--- src/verilog/tmw_consts.vh ---
/*
 * Constants for the 8-bit timer waveform block: mode and output-mode
 * encodings, clock select codes, prescale taps and extreme count values.
 * Assumes inclusion by the timer design files and the verification files.
 */
`ifndef TMW_CONSTS_VH
`define TMW_CONSTS_VH

`define TMW_WGM_NORMAL   2'h0
`define TMW_WGM_PCPWM    2'h1
`define TMW_WGM_CTC      2'h2
`define TMW_WGM_FASTPWM  2'h3

`define TMW_COM_OFF      2'h0
`define TMW_COM_TOGGLE   2'h1
`define TMW_COM_CLEAR    2'h2
`define TMW_COM_SET      2'h3

`define TMW_CS_STOP      3'h0
`define TMW_CS_DIV1      3'h1
`define TMW_CS_DIV8      3'h2
`define TMW_CS_DIV64     3'h3
`define TMW_CS_DIV256    3'h4
`define TMW_CS_DIV1024   3'h5
`define TMW_CS_EXTFALL   3'h6
`define TMW_CS_EXTRISE   3'h7

`define TMW_BOTTOM       8'h00
`define TMW_MAX          8'hFF

`define TMW_PRE_W        10
`define TMW_TAP8         10'h007
`define TMW_TAP64        10'h03F
`define TMW_TAP256       10'h0FF
`define TMW_TAP1024      10'h3FF

`endif

--- src/verilog/tmw_tick_gen.v ---
/*
 * Timer tick generator: a free-running prescaler and the external count
 * input edge detector, selected by the clock select field.
 * Assumes the external input is asynchronous and clk is the I/O clock.
 */
`timescale 1ns/1ps
`include "tmw_consts.vh"

module tmw_tick_gen (
    clk,
    rst_n,
    clock_select_field,
    external_count_input,
    timer_tick
);
    input  wire       clk;
    input  wire       rst_n;
    input  wire [2:0] clock_select_field;
    input  wire       external_count_input;
    output reg        timer_tick;

    reg  [`TMW_PRE_W-1:0] pre_reg;
    reg                   ext_s1_reg;
    reg                   ext_s2_reg;
    reg                   ext_s3_reg;
    reg                   tick_next;

    ////////////////////////////////////////////////////////////////////////
    // Prescaler and synchroniser.
    always @(posedge clk or negedge rst_n) begin
        if (!rst_n) begin
            pre_reg    <= {`TMW_PRE_W{1'b0}};
            ext_s1_reg <= 1'b0;
            ext_s2_reg <= 1'b0;
            ext_s3_reg <= 1'b0;
        end else begin
            pre_reg    <= pre_reg + 10'h001;
            ext_s1_reg <= external_count_input;
            ext_s2_reg <= ext_s1_reg;
            ext_s3_reg <= ext_s2_reg;
        end
    end

    ////////////////////////////////////////////////////////////////////////
    // Tick selection; registered so the tick is a clean one-cycle enable.
    always @* begin
        case (clock_select_field)
            `TMW_CS_DIV1:    tick_next = 1'b1;
            `TMW_CS_DIV8:    tick_next = ({7'h00, pre_reg[2:0]} == `TMW_TAP8);
            `TMW_CS_DIV64:   tick_next = ({4'h0, pre_reg[5:0]} == `TMW_TAP64);
            `TMW_CS_DIV256:  tick_next = ({2'h0, pre_reg[7:0]} == `TMW_TAP256);
            `TMW_CS_DIV1024: tick_next = (pre_reg == `TMW_TAP1024);
            `TMW_CS_EXTFALL: tick_next = ext_s3_reg & ~ext_s2_reg;
            `TMW_CS_EXTRISE: tick_next = ext_s2_reg & ~ext_s3_reg;
            default:         tick_next = 1'b0;
        endcase
    end

    always @(posedge clk or negedge rst_n) begin
        if (!rst_n) begin
            timer_tick <= 1'b0;
        end else begin
            timer_tick <= tick_next;
        end
    end

endmodule

--- src/verilog/tmw_timer.v ---
/*
 * 8-bit timer with clear-on-compare, fast PWM and phase-correct PWM
 * waveform generation, compare buffering, flags and the output pin.
 * Assumes software control arrives as same-clock ports; flags are
 * cleared by one-cycle clear strobes from the surrounding logic.
 */
`timescale 1ns/1ps
`include "tmw_consts.vh"

module tmw_timer (
    clk,
    rst_n,
    waveform_mode_field,
    compare_output_mode_field,
    clock_select_field,
    external_count_input,
    compare_wr,
    compare_wdata,
    counter_wr,
    counter_wdata,
    compare_flag_clr,
    overflow_flag_clr,
    port_data,
    port_dir_out,
    counter_value,
    compare_value_reg,
    compare_match_flag,
    overflow_flag,
    pin_out,
    pin_oe
);
    input  wire       clk;
    input  wire       rst_n;
    input  wire [1:0] waveform_mode_field;
    input  wire [1:0] compare_output_mode_field;
    input  wire [2:0] clock_select_field;
    input  wire       external_count_input;
    input  wire       compare_wr;
    input  wire [7:0] compare_wdata;
    input  wire       counter_wr;
    input  wire [7:0] counter_wdata;
    input  wire       compare_flag_clr;
    input  wire       overflow_flag_clr;
    input  wire       port_data;
    input  wire       port_dir_out;
    output reg  [7:0] counter_value;
    output reg  [7:0] compare_value_reg;
    output reg        compare_match_flag;
    output reg        overflow_flag;
    output reg        pin_out;
    output reg        pin_oe;

    wire       timer_tick;
    reg  [7:0] compare_buf_reg;
    reg        count_down_reg;
    reg        block_match_reg;
    reg        compare_output_reg;
    reg  [7:0] cnt_next;
    reg        dir_next;
    reg  [7:0] ocr_next;
    reg        oc_next;
    reg        match;
    reg        ovf_evt;

    wire is_pc   = (waveform_mode_field == `TMW_WGM_PCPWM);
    wire is_fast = (waveform_mode_field == `TMW_WGM_FASTPWM);
    wire is_ctc  = (waveform_mode_field == `TMW_WGM_CTC);
    wire is_pwm  = is_pc | is_fast;

    // Output level for a phase-correct match in a given direction.
    function oc_pc_level;
        input [1:0] com;
        input       down;
        begin
            oc_pc_level = (com == `TMW_COM_CLEAR) ? down : ~down;
        end
    endfunction

    // One count step up or down. The wrap modulo 256 is intended: fast
    // mode and the free count rely on MAX stepping to BOTTOM.
    function [7:0] cnt_step;
        input [7:0] value;
        input       down;
        begin
            if (down) begin
                cnt_step = value - 8'h01;
            end else begin
                cnt_step = value + 8'h01;
            end
        end
    endfunction

    // True when the count sits at MAX (top set) or at BOTTOM.
    function at_end;
        input [7:0] value;
        input       top;
        begin
            at_end = top ? (value == `TMW_MAX) : (value == `TMW_BOTTOM);
        end
    endfunction

    // Decoded ends of the range, shared by sequencing and the output.
    wire at_max    = at_end(counter_value, 1'b1);
    wire at_bottom = at_end(counter_value, 1'b0);

    ////////////////////////////////////////////////////////////////////////
    // Tick generation.
    tmw_tick_gen u_tick (
        .clk                  (clk),
        .rst_n                (rst_n),
        .clock_select_field   (clock_select_field),
        .external_count_input (external_count_input),
        .timer_tick           (timer_tick)
    );

    ////////////////////////////////////////////////////////////////////////
    // Counter sequencing and compare register update.
    always @* begin
        cnt_next = counter_value;
        dir_next = count_down_reg;
        ocr_next = compare_value_reg;
        match    = timer_tick & ~block_match_reg &
                   (counter_value == compare_value_reg);
        ovf_evt  = 1'b0;
        if (!is_pwm && compare_wr) begin
            ocr_next = compare_wdata;
        end
        if (timer_tick) begin
            case (waveform_mode_field)
                `TMW_WGM_PCPWM: begin
                    // The direction turns on the end tick itself, so
                    // MAX and BOTTOM each stand for one tick.
                    if (at_max) begin
                        dir_next = 1'b1;
                    end else if (at_bottom) begin
                        dir_next = 1'b0;
                    end
                    cnt_next = cnt_step(counter_value, dir_next);
                    if (at_max) begin
                        ocr_next = compare_buf_reg;
                    end
                    ovf_evt = at_bottom;
                end
                `TMW_WGM_FASTPWM: begin
                    cnt_next = cnt_step(counter_value, 1'b0);
                    ovf_evt  = at_max;
                    // The buffer lands on the MAX tick, so the new
                    // compare value is live from bottom on.
                    if (at_max) begin
                        ocr_next = compare_buf_reg;
                    end
                end
                `TMW_WGM_CTC: begin
                    cnt_next = match ? `TMW_BOTTOM
                                     : cnt_step(counter_value, 1'b0);
                    ovf_evt  = at_max;
                end
                default: begin
                    cnt_next = cnt_step(counter_value, 1'b0);
                    ovf_evt  = at_max;
                end
            endcase
        end
        // A software write beats the tick so a written count is
        // never overtaken by the step it raced with.
        if (counter_wr) begin
            cnt_next = counter_wdata;
        end
    end

    ////////////////////////////////////////////////////////////////////////
    // Waveform output register.
    always @* begin
        oc_next = compare_output_reg;
        case (waveform_mode_field)
            `TMW_WGM_FASTPWM: begin
                if (timer_tick && counter_value == `TMW_MAX &&
                    compare_output_mode_field[1]) begin
                    oc_next = ~compare_output_mode_field[0];
                    if (compare_value_reg == `TMW_BOTTOM && match) begin
                        oc_next = compare_output_mode_field[0];
                    end
                end else if (match && compare_value_reg != `TMW_MAX) begin
                    if (compare_output_mode_field == `TMW_COM_TOGGLE) begin
                        oc_next = ~compare_output_reg;
                    end else if (compare_output_mode_field[1]) begin
                        oc_next = compare_output_mode_field[0];
                    end
                end else if (match && compare_output_mode_field ==
                             `TMW_COM_TOGGLE) begin
                    oc_next = ~compare_output_reg;
                end
            end
            `TMW_WGM_PCPWM: begin
                if (compare_output_mode_field[1] && timer_tick) begin
                    if (at_max) begin
                        oc_next = oc_pc_level(compare_output_mode_field,
                            compare_buf_reg == `TMW_MAX);
                    end else if (at_bottom) begin
                        // Bottom is checked before a match: a bottom
                        // compare acts as an up-count match there, so
                        // the output stays at its up-side level.
                        oc_next = oc_pc_level(compare_output_mode_field,
                            compare_value_reg != `TMW_BOTTOM);
                    end else if (match) begin
                        oc_next = oc_pc_level(compare_output_mode_field,
                            count_down_reg);
                    end
                end
            end
            default: begin
                if (match) begin
                    case (compare_output_mode_field)
                        `TMW_COM_TOGGLE: oc_next = ~compare_output_reg;
                        `TMW_COM_CLEAR:  oc_next = 1'b0;
                        `TMW_COM_SET:    oc_next = 1'b1;
                        default:         oc_next = compare_output_reg;
                    endcase
                end
            end
        endcase
    end

    ////////////////////////////////////////////////////////////////////////
    // State and outputs.
    always @(posedge clk or negedge rst_n) begin
        if (!rst_n) begin
            counter_value      <= 8'h00;
            compare_value_reg  <= 8'h00;
            compare_buf_reg    <= 8'h00;
            count_down_reg     <= 1'b0;
            block_match_reg    <= 1'b0;
            compare_output_reg <= 1'b0;
            compare_match_flag <= 1'b0;
            overflow_flag      <= 1'b0;
            pin_out            <= 1'b0;
            pin_oe             <= 1'b0;
        end else begin
            counter_value     <= cnt_next;
            count_down_reg    <= dir_next;
            compare_value_reg <= ocr_next;
            if (compare_wr) begin
                compare_buf_reg <= compare_wdata;
            end
            // A write holds the block until the next tick consumes it.
            if (counter_wr) begin
                block_match_reg <= 1'b1;
            end else if (timer_tick) begin
                block_match_reg <= 1'b0;
            end
            compare_output_reg <= oc_next;
            // Set wins over a clear in the same cycle.
            if (match) begin
                compare_match_flag <= 1'b1;
            end else if (compare_flag_clr) begin
                compare_match_flag <= 1'b0;
            end
            if (ovf_evt) begin
                overflow_flag <= 1'b1;
            end else if (overflow_flag_clr) begin
                overflow_flag <= 1'b0;
            end
            // Output pin mux follows the next output state.
            pin_out <= (compare_output_mode_field != `TMW_COM_OFF) ?
                       oc_next : port_data;
            // The enable mirrors direction only; the level is kept anyway.
            pin_oe  <= port_dir_out;
        end
    end

endmodule

--- config.mk ---
export PLATFORM = sky130hd
export DESIGN_NAME = tmw_timer
export DESIGN_NICKNAME = d
export VERILOG_FILES = /design/src/verilog/tmw_tick_gen.v /design/src/verilog/tmw_timer.v
export VERILOG_INCLUDE_DIRS = /design/src /design/src/verilog
export SDC_FILE = /design/constraint.sdc
export NUM_CORES = 1
export LEC_CHECK = 0
export ABC_AREA = 0
export BUFFER_PORTS_ARGS = -buffer_cell sky130_fd_sc_hd__clkbuf_2
export CAP_MARGIN = 20
export CORE_MARGIN = 4
export CORE_UTILIZATION = 56
export DETAILED_ROUTE_END_ITERATION = 6
export GPL_TIMING_DRIVEN = 0
export PLACE_DENSITY = 0.85
export SLEW_MARGIN = 15
export SYNTH_ARGS = -nofsm -noshare
export SYNTH_HDL_FRONTEND = slang
export SYNTH_HIERARCHICAL = 1
export SYNTH_SLANG_ARGS = --single-unit
--- constraint.sdc ---
create_clock -name clk -period 5.9 [get_ports clk]
set_input_delay 1.18 -clock clk [delete_from_list [all_inputs] [get_ports clk]]
set_output_delay 1.18 -clock clk [all_outputs]
set_load 0.03 [all_outputs]
# Word level (Yosys, flattened, before mapping)
# Index checks and enable logic that the tools add are counted.
dict set report totals {
  elab_cells 108
  inputBits 32
  regBits 45
}
dict set report op_classes {
  n_eq_ne 21
  bitwise_logic 13
  mux 39
  reduce_logical 17
  add_sub_neg 3
}
# operator n
set ops {}
lappend ops {{$mux W8} 8}
lappend ops {{$mux W1} 27}
lappend ops {{$eq A8 B8 Y1 const B} 3}
lappend ops {{$logic_not A8 Y1} 2}
lappend ops {{$pmux W8 S2} 1}
lappend ops {{$eq A3 B3 Y1 const B} 5}
lappend ops {{$add A10 B1 Y10 const B} 1}
lappend ops {{$eq A10 B10 Y1 const B} 1}
lappend ops {{$add A8 B1 Y8 const B} 1}
lappend ops {{$eq A2 B2 Y1 const B} 4}
lappend ops {{$eq A8 B8 Y1} 1}
lappend ops {{$ne A8 B8 Y1 const B} 1}
lappend ops {{$not A1 Y1} 8}
lappend ops {{$reduce_bool A2 Y1} 4}
lappend ops {{$reduce_bool A8 Y1} 1}
lappend ops {{$sub A8 B1 Y8 const B} 1}
lappend ops {{$logic_and A1 B1 Y1} 7}
lappend ops {{$pmux W1 S7} 1}
lappend ops {{$eq A3 B2 Y1 const B} 2}
lappend ops {{$eq A6 B6 Y1 const B} 1}
lappend ops {{$and A1 B1 Y1} 4}
lappend ops {{$eq A2 B1 Y1 const B} 2}
lappend ops {{$eq A3 B1 Y1 const B} 1}
lappend ops {{$pmux W1 S3} 1}
lappend ops {{5 further kinds} 5}

# Longest topological paths before layout
# Gate-level depths: netlist (run 1).
dict set report logic_depth {
  ltp_word 9
  ltp_mapped 10
  ltp_nobuf 9
}

# By module
# Netlist (run 1), hierarchy kept.
# module cells_each seq_area_each_um2 instances area_per_inst_um2
set by_module_without_submodules {}
lappend by_module_without_submodules {tmw_timer 236 775.7 1 2090.8}
lappend by_module_without_submodules {tmw_tick_gen 45 350.3 1 583.1}

# Worst setup path before layout (run 1)
# Ideal clock, no wire load.
dict set report synth_timing {
  kind {input port to flip-flop}
  start {input waveform_mode_field[1]}
  end {register counter_value[5]}
  cell_stages 8
  arrival_ps 2534
  setup_slack_ps 3240
  cell_sequence {inv_1 ha_1 clkbuf_1 a221o_1 buf_6 inv_2 o221ai_1 a311o_1}
}
dict set report synth_via {
  elab_chain_len 4
  elab_cells_between_ends 5
  cone_classes {2 x eq/ne; 3 x mux}
}
# element line
set synth_rtl {}
lappend synth_rtl {{from (decl)} tmw_timer.v:34} ;# input wire [1:0] waveform_mode_field;
lappend synth_rtl {{$eq A2 B2 Y1 / $eq A2 B1 Y1 (equally long branches)} --}
lappend synth_rtl {{$pmux W8 S2 *} tmw_timer.v:129} ;# case (waveform_mode_field)
lappend synth_rtl {{$mux W8 *} tmw_timer.v:128} ;# if (timer_tick) begin
lappend synth_rtl {{$mux W8 *} tmw_timer.v:166} ;# if (counter_wr) begin
lappend synth_rtl {{to (signal assigned)} tmw_timer.v:239} ;# counter_value <= cnt_next;
lappend synth_rtl {{to (decl)} tmw_timer.v:46} ;# output reg [7:0] counter_value;
# Mark *: on every way between the ends. The rest lies on a longest branch, timed or not. The select of a mux whose other input is x is not followed.
# A chain may end at the register's enable or synchronous reset.

# Worst setup path in the final report (run 1)
dict set report layout_timing {
  start {input waveform_mode_field[0]}
  end {register counter_value[4]}
}
# Same word-level chain as after synthesis.

==> results of run 1 <==
==> per-layer routing <==
layer,GRT usage (%),wire length (um),vias up
met5,0,0,-
met4,7.83,106,0
met3,4.57,384,10
met2,37.5,3040,95
met1,26.8,2660,1140
li1,-,-,1145
==> worst max-delay path: cells and delay by family <==
kind	cells	cell delay [ns]
buffers and inverters	2	0.14
and+or+nand+nor	2	0.70
adders and majority gates	1	0.31
AOI/OAI and AO/OA	3	0.62
==> cell families after synthesis <==
family	Yosys count	share of synthesized area (%)
simple gates	98	19.7
compound gates	62	15.9
flops	45	42.1
buf+inv	33	5.76
xor+xnor	19	6.50
mux	17	6.74
fa+ha+maj	7	3.28
==> synth_stat cells, types with 6 or more instances <==
cell	count	area (um2)
sky130_fd_sc_hd__nand2_1	20	75.1
sky130_fd_sc_hd__inv_1	16	60.1
sky130_fd_sc_hd__nand4_1	9	56.3
sky130_fd_sc_hd__o21ai_1	7	35.0
sky130_fd_sc_hd__xnor2_1	16	140
sky130_fd_sc_hd__nor2_1	15	56.3
sky130_fd_sc_hd__and3_1	6	37.5
sky130_fd_sc_hd__nand3_1	13	65.1
sky130_fd_sc_hd__dfrtp_1	45	1130
sky130_fd_sc_hd__clkbuf_1	7	26.3
sky130_fd_sc_hd__mux2_2	8	90.1
sky130_fd_sc_hd__mux2i_1	9	90.1
sky130_fd_sc_hd__nor3_1	6	30.0
sky130_fd_sc_hd__a21oi_1	7	35.0
sky130_fd_sc_hd__ha_1	7	87.6
sky130_fd_sc_hd__o21ai_0	13	65.1
==> path summary, 6_finish.rpt <==
| path | cells past startpoint | endpoint | start | slack [ns] |
|---|---|---|---|---|
| min | 0 | u_tick/ext_s2_reg$_DFF_PN0_ | u_tick/ext_s1_reg$_DFF_PN0_ | 0.36 |
| min in group asynchronous | 1 | counter_value[5]$_DFFE_PN0P_ | rst_n | 0.87 |
| min reg2reg | 0 | u_tick/ext_s2_reg$_DFF_PN0_ | u_tick/ext_s1_reg$_DFF_PN0_ | 0.36 |
| max reg2reg | 9 | counter_value[4]$_DFFE_PN0P_ | counter_value[0]$_DFFE_PN0P_ | 3.20 |
| max | 8 | counter_value[4]$_DFFE_PN0P_ | waveform_mode_field[0] | 3.19 |
| max in group asynchronous | 2 | compare_buf_reg[2]$_DFFE_PN0P_ | rst_n | 4.49 |
==> cells in the final DEF, fill, tap and decap left out, types with 4 or more instances in the layout <==
master	n
sky130_fd_sc_hd__a21oi_1	7
sky130_fd_sc_hd__a31oi_1	4
sky130_fd_sc_hd__and2_1	4
sky130_fd_sc_hd__and3_1	6
sky130_fd_sc_hd__clkbuf_1	7
sky130_fd_sc_hd__clkbuf_2	49
sky130_fd_sc_hd__clkbuf_8	5
sky130_fd_sc_hd__dfrtp_1	45
sky130_fd_sc_hd__ha_1	7
sky130_fd_sc_hd__inv_1	16
sky130_fd_sc_hd__mux2_2	8
sky130_fd_sc_hd__mux2i_1	9
sky130_fd_sc_hd__nand2_1	20
sky130_fd_sc_hd__nand3_1	13
sky130_fd_sc_hd__nand4_1	9
sky130_fd_sc_hd__nor2_1	15
sky130_fd_sc_hd__nor3_1	6
sky130_fd_sc_hd__nor3b_1	4
sky130_fd_sc_hd__o21ai_0	13
sky130_fd_sc_hd__o21ai_1	7
sky130_fd_sc_hd__o22ai_1	4
sky130_fd_sc_hd__or3_1	4
sky130_fd_sc_hd__xnor2_1	16
==> report_power, final <==
group	switching [uW]	total [uW]	internal [uW]	leakage [uW]
combinational	121	200	79.3	0.000779
clock	112	239	127	0.0000543
sequential	31.2	366	335	0.000542
total	264	805	541	0.00138
==> cell type report <==
| class | count | area, um2 | share of cell area, % |
|---|---|---|---|
| multi-input cells | 203 | 1390 | 44.6 |
| flip-flops and latches | 45 | 1130 | 36.0 |
| repair buffers | 50 | 273 | 8.72 |
| plain buffers | 15 | 86.3 | 2.76 |
| clock buffers | 5 | 68.8 | 2.20 |
| inverters | 18 | 67.6 | 2.16 |
| well taps | 52 | 65.1 | 2.08 |
| clock inverters | 3 | 46.3 | 1.48 |
==> metrics by stage <==
step / setup WS (ns) / cell area [um2] / hold WS, ns
final: 3.19 / 3130 / 0.358
after global routing: 2.93 / 3130 / 0.364
after CTS: 3.26 / 3130 / 0.361
after detailed placement: 2.94 / 3010 / 0.341
after global placement: 2.96 / 2980 / 0.334
after floorplan: 3.24 / 2670 / 0.331
==> impl_results.md, run 1 <==
- Worst Setup End Kind: flop
- Post-Synthesis Net Count: 320
- Buffer type at the clock tree root: sky130_fd_sc_hd__clkbuf_8
- Overall die area: a little under 6000 um2
- Number of buffers added by the clock tree synthesis step: 5
- Final cell utilization of the core: 69.9%
- Vias per std cell: ~6.1
- Gate count after technology mapping: around 280
- Final weighted congestion of routability-driven global placement: 0.877
- Final-stage net count: 377
- Highest ir drop seen on vdd: about 0.16 mV
- Routed length per instance: between 15 and 20 um
- TNS Setup: 0 ns
- Post-layout min period: around 2.7 ns
- Synthesized area per cell: approximately 9.5 um2
- Total number of vias: between 2,000 and 2,500
- Design Power: slightly above 800 uW
- Filler cell count in the final layout: 355
- Total placed cells including tap cells: between 300 and 400
- Total I/O pin count: 52
- Worst slew pin tran: between 0.6 and 0.7 ns
- Final antenna diode count: 0
- Global Route Usage Sum: 21.7%
- Netlist area before placement: about 2700 um2
- Distinct cell type count of the synthesized netlist: 57
- TritonCTS clock tree: yes
- Prevailing post-synth register cell: sky130_fd_sc_hd__dfrtp_1
- Maximum clock insertion buffer count: 2
- Via count of the first global-routing pass: approximately 2,400
- Worst-path fanout max: 8
- Maximum clock skew at final layout: around 0.013 ns
- Worst endpoint data arrival time: roughly 3.0 ns
- Detailed Routing Iterations Pass 1: 5
- Final setup violation count: 0
- Number of levels in the clock H-tree: 2
- Initial antenna violation count: 0
- Vertical extent of the die: slightly below 80 um
- Count of hold-fix buffers inserted at cts: 0
- Maximum single-stage delay on the critical path: between 0.5 and 0.6 ns
- Power Dens Cells: around 260 nW/um2
- Clock transition at the registers of the reported paths: roughly 0.090 ns
- Post-cts repair resize count: 0
- Core Region: about 4500 um2
- Std cell rows: 24
- Number of flip-flops and latches in the synthesized netlist: 45
- F_max: approximately 0.37 GHz
- Global route total overflow: 0
- Sinks on Clock Net: 45
- Flip-flop count of the largest register, all copies and words added: 10
- Unrepaired setup endpoints after global routing: false
- Cell leakage power: 0.00138 uW
- Antenna Violating Nets Remaining: 0
- Aggregate routed wire length: between 6000 and 7000 um
- Final Instance Count excl. Fillers: just under 400
- Number of buffers inserted by post-CTS setup repair: 0
- Final Cycle Share: 45.9%
- Final slew viol count: 0
- Sequential fraction of the synthesis area: a little over two fifths
- Maximum number of pins on one net before global-route repair: 25
- Max Cap Viol: 0
- Crit Path Category: in2reg
- Number of enable-type register cells in the synthesized netlist: 0
- Initial core utilization: 59.8%
- Result of the run: complete, no violations
- Remaining max-slew budget at the tightest pin: a little under three fifths
- Number of warnings reported in the yosys synthesis log: 6
- CP Launch Type: input pin
- Cell-by-cell listing of the critical path: clkbuf_2, inv_1, ha_1, nand2b_1, nor2_1, a211oi_1, o32ai_1, a221o_1
- Worst skew pair latency: 0.30 ns
- Iteration-0 DRC Markers: about 230
- # port buffers: a little under 50
- Slowest-stage cell, CP: sky130_fd_sc_hd__nor2_1
- Growth of design area from synthesis to finish: 16.9%
- Tightest Hold Check Type: reg2reg
- Post-synth ARST share: 100%
- Dpl hpwl: about 4600 um
- First-pass GRT wire length: ~11,000 um
- DRC Markers: 0
- Fraction of final layout cells with drive strength greater than 1: 23.6%
- Die outline width: just under 80 um
- Required @ worst endpoint: 6.14 ns
- Number of hold violations in the final report: 0
Note: power is estimated with default switching activity, not from simulation.
==> run 2: changes to the inputs <==
--- a/config.mk
+++ b/config.mk
@@ -10,10 +10,10 @@
 export BUFFER_PORTS_ARGS = -buffer_cell sky130_fd_sc_hd__clkbuf_2
 export CAP_MARGIN = 20
 export CORE_MARGIN = 4
-export CORE_UTILIZATION = 56
+export CORE_UTILIZATION = 50
 export DETAILED_ROUTE_END_ITERATION = 6
 export GPL_TIMING_DRIVEN = 0
-export PLACE_DENSITY = 0.85
+export PLACE_DENSITY = 0.8
 export SLEW_MARGIN = 15
 export SYNTH_ARGS = -nofsm -noshare
 export SYNTH_HDL_FRONTEND = slang
==> constraint.sdc (replaced) <==
create_clock -name clk -period 2.2 [get_ports clk]
set_input_delay 0.44 -clock clk [delete_from_list [all_inputs] [get_ports clk]]
set_output_delay 0.44 -clock clk [all_outputs]
set_load 0.03 [all_outputs]
==> run 2 against run 1 <==
  * Register-to-register slack worse by 3.3 ns
  * Largest cell class unchanged
  * The flow now finishes with violations (setup timing)
  * Wire length is 12% higher
  * Sequential cell count stayed put
  * Non-clock buffer count is 20 higher
  * Combinational power grew to 3.3 times the previous value
  * Critical path type is now reg2reg
  * Sequential power grew to 2.7 times the previous value
==> impl_results.md, run 2 (same netlist as run 1, synthesis figures left out) <==
- Maximum clock skew at final layout: between 0.01 and 0.015 ns
- DRC Markers: 0
- Total number of vias: 2,533
- Growth of design area from synthesis to finish: 28.3%
- Reg-to-reg startpoint: compare_value_reg[3]$_DFF_PN0_
- Number of hold violations in the final report: 0
- M1 wire length: between 2000 and 3000 um
- Maximum single-stage delay on the critical path: 0.48 ns
- Filler cell count in the final layout: 399
- Final-stage net count: between 300 and 400
- Met3 wirelength from detailed routing: between 400 and 500 um
- Global Route Usage Sum: a little over a fifth
- TritonCTS clock tree: yes
- Unrepaired setup endpoints after global routing: true
- Routed length per instance: about 16 um
- Crit Path Category: reg2reg
- Power Dens Cells: around 680 nW/um2
- Initial antenna violation count: 0
- Detailed Routing Iterations Pass 1: 5
- Most common cell after layout, fill and taps aside: sky130_fd_sc_hd__clkbuf_2
- R2R Path End: counter_value[5]$_DFFE_PN0P_
- Final setup violation count: 4
- Met2 WL post-DR: roughly 3300 um
- Slowest-stage cell, CP: sky130_fd_sc_hd__dfrtp_2
- First-pass GRT wire length: 11,000 um
- Final Cycle Share: 104%
- Fraction of final layout cells with drive strength greater than 1: 37.6%
- Design Power: 2320 uW
- Cell leakage power: between 0.0015 and 0.002 uW
- Aggregate routed wire length: approximately 7000 um
- F_max: between 0.4 and 0.5 GHz
- Count of hold-fix buffers inserted at cts: 0
- Total placed cells including tap cells: 401
- Commonest non-fill, non-tap cells in the layout: 50 x sky130_fd_sc_hd__clkbuf_2, 32 x sky130_fd_sc_hd__dfrtp_1, 26 x sky130_fd_sc_hd__buf_4, 19 x sky130_fd_sc_hd__nand2_1, 16 x sky130_fd_sc_hd__inv_1
- Antenna Violating Nets Remaining: 0
- Final weighted congestion of routability-driven global placement: around 0.84
- Initial core utilization: 52.0%
- Number of levels in the clock H-tree: 2
- Flop-to-flop setup slack: -0.08 ns
- Worst-path fanout max: 5
- Worst Setup Slack post-DPL: -0.398 ns
- Die outline width: 81.1 um
- Sinks on Clock Net: 45
- Number of buffers added by the clock tree synthesis step: 5
- Max Cap Viol: 0
- Result of the run: finished, violations left
- Highest metal used: met4
- Cell-by-cell listing of the critical path: xnor2_2, nand3_2, or3_4, a221o_1, buf_6, a22oi_2, nor4_2, a311o_1
- Worst skew pair latency: around 0.31 ns
- Violations in the final reports: setup timing
- Global route total overflow: 0
- Highest ir drop seen on vdd: 0.440 mV
- FF+latch area: around 1100 um2
- Vertical extent of the die: 81.1 um
- Maximum clock insertion buffer count: 2
- Overall die area: 6580 um2
- Worst slew pin tran: between 0.5 and 0.6 ns
- Dpl hpwl: ~4600 um
- Core Region: roughly 5100 um2
- Remaining max-slew budget at the tightest pin: between 60 and 70%
- Final Instance Count excl. Fillers: 429
- Number of cells on the worst reg-to-reg path: 8
- Vias per std cell: slightly below 6
- Iteration-0 DRC Markers: around 330
- Flip-flop count of the largest register, all copies and words added: 10
- Final antenna diode count: 0
- # port buffers: 49
- Via count of the first global-routing pass: between 2,000 and 2,500
- Multi-input logic area: between 1500 and 2000 um2
- Tightest Hold Check Type: in2async
- Clock transition at the registers of the reported paths: 0.10 ns
- Maximum number of pins on one net before global-route repair: 27
- Setup slack of the critical path after layout: -0.0837 ns
- Buffer type at the clock tree root: sky130_fd_sc_hd__clkbuf_8
- Required @ worst endpoint: about 2.4 ns
- Hold slack final: just under 0.1 ns
- Worst Setup End Kind: flop
- Post-layout min period: 2.28 ns
- Final slew viol count: 0
- Worst endpoint data arrival time: ~2.5 ns
- Std cell rows: 26
- Total I/O pin count: 52
- CP Launch Type: flop
## run 2: final cells by class
class / count / area share, %
Multi-Input combinational cell: 203 / 43.9
Sequential cell: 45 / 33.3
Timing Repair Buffer: 77 / 13.7
Tap cell: 70 / 2.55
Clock buffer: 5 / 2.01
Inverter: 18 / 1.97
Clock inverter: 3 / 1.35
Buffer: 8 / 1.13
## run 2: power by group
part | internal, uW | switching (uW)
clock | 340 | 310
sequential | 905 | 98.6
combinational | 301 | 365
## run 2: routing by layer
metal / track usage [%] / vias up
met5: 0 / -
met4: 8.11 / 0
met3: 4.43 / 18
met2: 34.3 / 119
met1: 28.1 / 1214
li1: - / 1182
## run 2: worst max-delay path: cells and delay by family (launching register included)
kind | cells | cell delay, ns
XOR/XNOR | 1 | 0.21
AND/OR/NAND/NOR | 3 | 0.55
AO/OA/AOI/OAI | 3 | 0.78
flip-flops | 1 | 0.48
buffers and inverters | 1 | 0.14
## run 2: timing repair
item,4_1_cts,5_1_grt
setup endpoints to repair,8,17
gates resized for setup,14,14
setup buffers,14,13
pin swaps,13,5
## run 2: worst max path at each step
stage / from / endpoint / slack, ns / cells past startpoint
6_report: compare_value_reg[3]$_DFF_PN0_ / counter_value[5]$_DFFE_PN0P_ / -0.08 / 8
3_5_place_dp: counter_value[1]$_DFFE_PN0P_ / counter_value[4]$_DFFE_PN0P_ / -0.40 / 9
5_1_grt: counter_value[2]$_DFFE_PN0P_ / counter_value[5]$_DFFE_PN0P_ / -0.17 / 8
4_1_cts: counter_value[2]$_DFFE_PN0P_ / counter_value[5]$_DFFE_PN0P_ / -0.1 / 9
3_3_place_gp: counter_value[1]$_DFFE_PN0P_ / counter_value[4]$_DFFE_PN0P_ / -0.40 / 9
2_1_floorplan: counter_value[2]$_DFFE_PN0P_ / counter_value[5]$_DFFE_PN0P_ / -0.24 / 10
## run 2: metrics by stage
stage / util [%] / TNS (ns) / instance area [um2]
after global routing: 66.7 / -0.842 / 3430
after floorplan: - / -0.469 / 2730
after global placement: 59.6 / -1.50 / 3060
after detailed placement: 60.0 / -1.50 / 3080
final: 66.7 / -0.131 / 3430
after CTS: 64.1 / -0.251 / 3290
==> run 3: changes to the inputs <==
--- a/config.mk
+++ b/config.mk
@@ -10,10 +10,10 @@
 export BUFFER_PORTS_ARGS = -buffer_cell sky130_fd_sc_hd__clkbuf_2
 export CAP_MARGIN = 20
 export CORE_MARGIN = 4
-export CORE_UTILIZATION = 50
+export CORE_UTILIZATION = 55
 export DETAILED_ROUTE_END_ITERATION = 6
 export GPL_TIMING_DRIVEN = 0
-export PLACE_DENSITY = 0.8
+export PLACE_DENSITY = 0.84
 export SLEW_MARGIN = 15
 export SYNTH_ARGS = -nofsm -noshare
 export SYNTH_HDL_FRONTEND = slang
==> constraint.sdc (replaced) <==
create_clock -name clk -period 2.6 [get_ports clk]
set_input_delay 0.52 -clock clk [delete_from_list [all_inputs] [get_ports clk]]
set_output_delay 0.52 -clock clk [all_outputs]
set_load 0.03 [all_outputs]
==> run 3 against run 2 <==
  * The run now ends clean
  * Die area shrank 8.2%
  * Sequential cell count did not move
  * Design area fell by 8.5%
  * Count of clock-buffer cells in the layout stayed put
  * Total power down 24%
  * Register-to-register slack better by 0.15 ns
  * Fmax is 9.9% lower
  * Setup slack gained 0.15 ns
  * Core utilization down 0.26 points
==> impl_results.md, run 3 (same netlist as run 1, synthesis figures left out) <==
- Final antenna diode count: 0
- Initial core utilization: roughly 57%
- Core Region: 4720 um2
- Sinks on Clock Net: 45
- Result of the run: complete, no violations
- Required @ worst endpoint: about 2.8 ns
- Total number of vias: ~2,400
- Final weighted congestion of routability-driven global placement: approximately 0.85
- Vias per std cell: ~6
- Worst-path fanout max: 10
- Total I/O pin count: 52
- Most common cell after layout, fill and taps aside: sky130_fd_sc_hd__clkbuf_2
- Number of levels in the clock H-tree: 2
- Number of cells on the worst reg-to-reg path: 10
- Iteration-0 DRC Markers: between 150 and 200
- Growth of design area from synthesis to finish: 17.5%
- Routed length per instance: approximately 15 um
- Number of buffers added by the clock tree synthesis step: 5
- Worst Setup Slack post-DPL: -0.0529 ns
- Overall die area: 6040 um2
- Final setup violation count: 0
- First-pass GRT wire length: 10,300 um
- Worst endpoint data arrival time: about 2.7 ns
- Power Dens Cells: 560 nW/um2
- F_max: ~0.39 GHz
- Flip-flop count of the largest register, all copies and words added: 10
- Global Route Usage Sum: between 20% and 30%
- Initial antenna violation count: 0
- Maximum clock skew at final layout: between 0.01 and 0.015 ns
- Final slew viol count: 0
- Hold slack final: 0.148 ns
- Final-stage net count: around 380
- TritonCTS clock tree: yes
- Buffer type at the clock tree root: sky130_fd_sc_hd__clkbuf_8
- Commonest non-fill, non-tap cells in the layout: 49 x sky130_fd_sc_hd__clkbuf_2, 45 x sky130_fd_sc_hd__dfrtp_1, 20 x sky130_fd_sc_hd__nand2_1, 16 x sky130_fd_sc_hd__inv_1, 15 x sky130_fd_sc_hd__nor2_1
- Remaining max-slew budget at the tightest pin: between 50% and 60%
- Tightest Hold Check Type: in2async
- Worst Setup End Kind: flop
- Highest ir drop seen on vdd: between 0.3 and 0.4 mV
- Global route total overflow: 0
- Antenna Violating Nets Remaining: 0
- Crit Path Category: reg2reg
- Fraction of final layout cells with drive strength greater than 1: between 20% and 30%
- Via count of the first global-routing pass: approximately 2,200
- Startpoint of the worst setup timing path: counter_value[6]$_DFFE_PN0P_
- Worst skew pair latency: just over 0.3 ns
- Aggregate routed wire length: 6140 um
- Reg-to-reg startpoint: counter_value[6]$_DFFE_PN0P_
- Clock transition at the registers of the reported paths: 0.10 ns
- Final Cycle Share: ~97%
- Unrepaired setup endpoints after global routing: true
- Number of hold violations in the final report: 0
- Die outline width: 77.7 um
- Number of buffers inserted by post-CTS setup repair: 0
- Maximum number of pins on one net before global-route repair: 30
- Post-layout min period: 2.53 ns
- Setup slack of the critical path after layout: ~0.065 ns
- Final cell utilization of the core: 66.5%
- CP Launch Type: flop
- Vertical extent of the die: 77.7 um
- Cell leakage power: roughly 0.0014 uW
- Detailed Routing Iterations Pass 1: 5
- Dpl hpwl: between 4000 and 5000 um
- Count of hold-fix buffers inserted at cts: 0
- Std cell rows: 25
- Worst slew pin tran: 0.676 ns
- Maximum clock insertion buffer count: 2
- Max Cap Viol: 0
- DRC Markers: 0
- # port buffers: 49
-- run 3: cell type report --
| cell class | instances | area, um2 |
|---|---|---|
| plain buffers | 14 | 82.6 |
| flip-flops and latches | 45 | 1130 |
| multi-input cells | 203 | 1420 |
| clock inverters | 3 | 26.3 |
| fillers | 380 | 1580 |
| inverters | 18 | 67.6 |
| well taps | 67 | 83.8 |
| clock buffers | 5 | 68.8 |
| repair buffers | 50 | 265 |
-- run 3: per-layer routing --
layer | routed length (um) | GRT usage (%) | part of all wire [%]
met2 | 3050 | 35.4 | 50
met5 | 0 | 0 | 0
met3 | 392 | 4.64 | 6.4
met1 | 2630 | 27.4 | 43
met4 | 74 | 5.69 | 1.2
-- run 3: metrics by stage --
stage / TNS, ns / power, uW / area [um2] / cells
after CTS: 0 / 1760 / 3120 / 406
after global placement: 0 / 1280 / 3000 / 397
after floorplan: 0 / 1140 / 2670 / 281
after detailed placement: -0.0529 / 1290 / 3020 / 398
final: 0 / 1760 / 3140 / 405
after global routing: -0.0200 / 1850 / 3140 / 405
-- run 3: power breakdown --
group / internal (uW) / switching (uW)
combinational: 185 / 268
sequential: 759 / 80.8
clock: 196 / 268
-- run 3: worst paths after layout --
path / slack (ns) / end
max: 0.07 / counter_value[5]$_DFFE_PN0P_
max in group asynchronous: 1.93 / u_tick/pre_reg[1]$_DFF_PN0_
min: 0.15 / counter_value[6]$_DFFE_PN0P_
max reg2reg: 0.07 / counter_value[5]$_DFFE_PN0P_
min in group clk: 0.32 / u_tick/ext_s1_reg$_DFF_PN0_
min reg2reg: 0.37 / u_tick/ext_s2_reg$_DFF_PN0_
-- run 3: worst max-delay path, stage by stage, from the launching register on --
cell and delay [ns]:
sky130_fd_sc_hd__dfrtp_1 0.39, sky130_fd_sc_hd__buf_2 0.19, sky130_fd_sc_hd__xnor2_2 0.18, sky130_fd_sc_hd__nand4_1 0.13, sky130_fd_sc_hd__or3_1 0.34, sky130_fd_sc_hd__buf_6 0.15, sky130_fd_sc_hd__a221o_1 0.35, sky130_fd_sc_hd__buf_6 0.15
sky130_fd_sc_hd__inv_2 0.06, sky130_fd_sc_hd__o221ai_1 0.12, sky130_fd_sc_hd__a311o_1 0.38
-- run 3: what timing repair did --
action	in CTS	in global routing
pin swaps	0	0
setup endpoints to repair	1	2
gates resized for setup	1	3
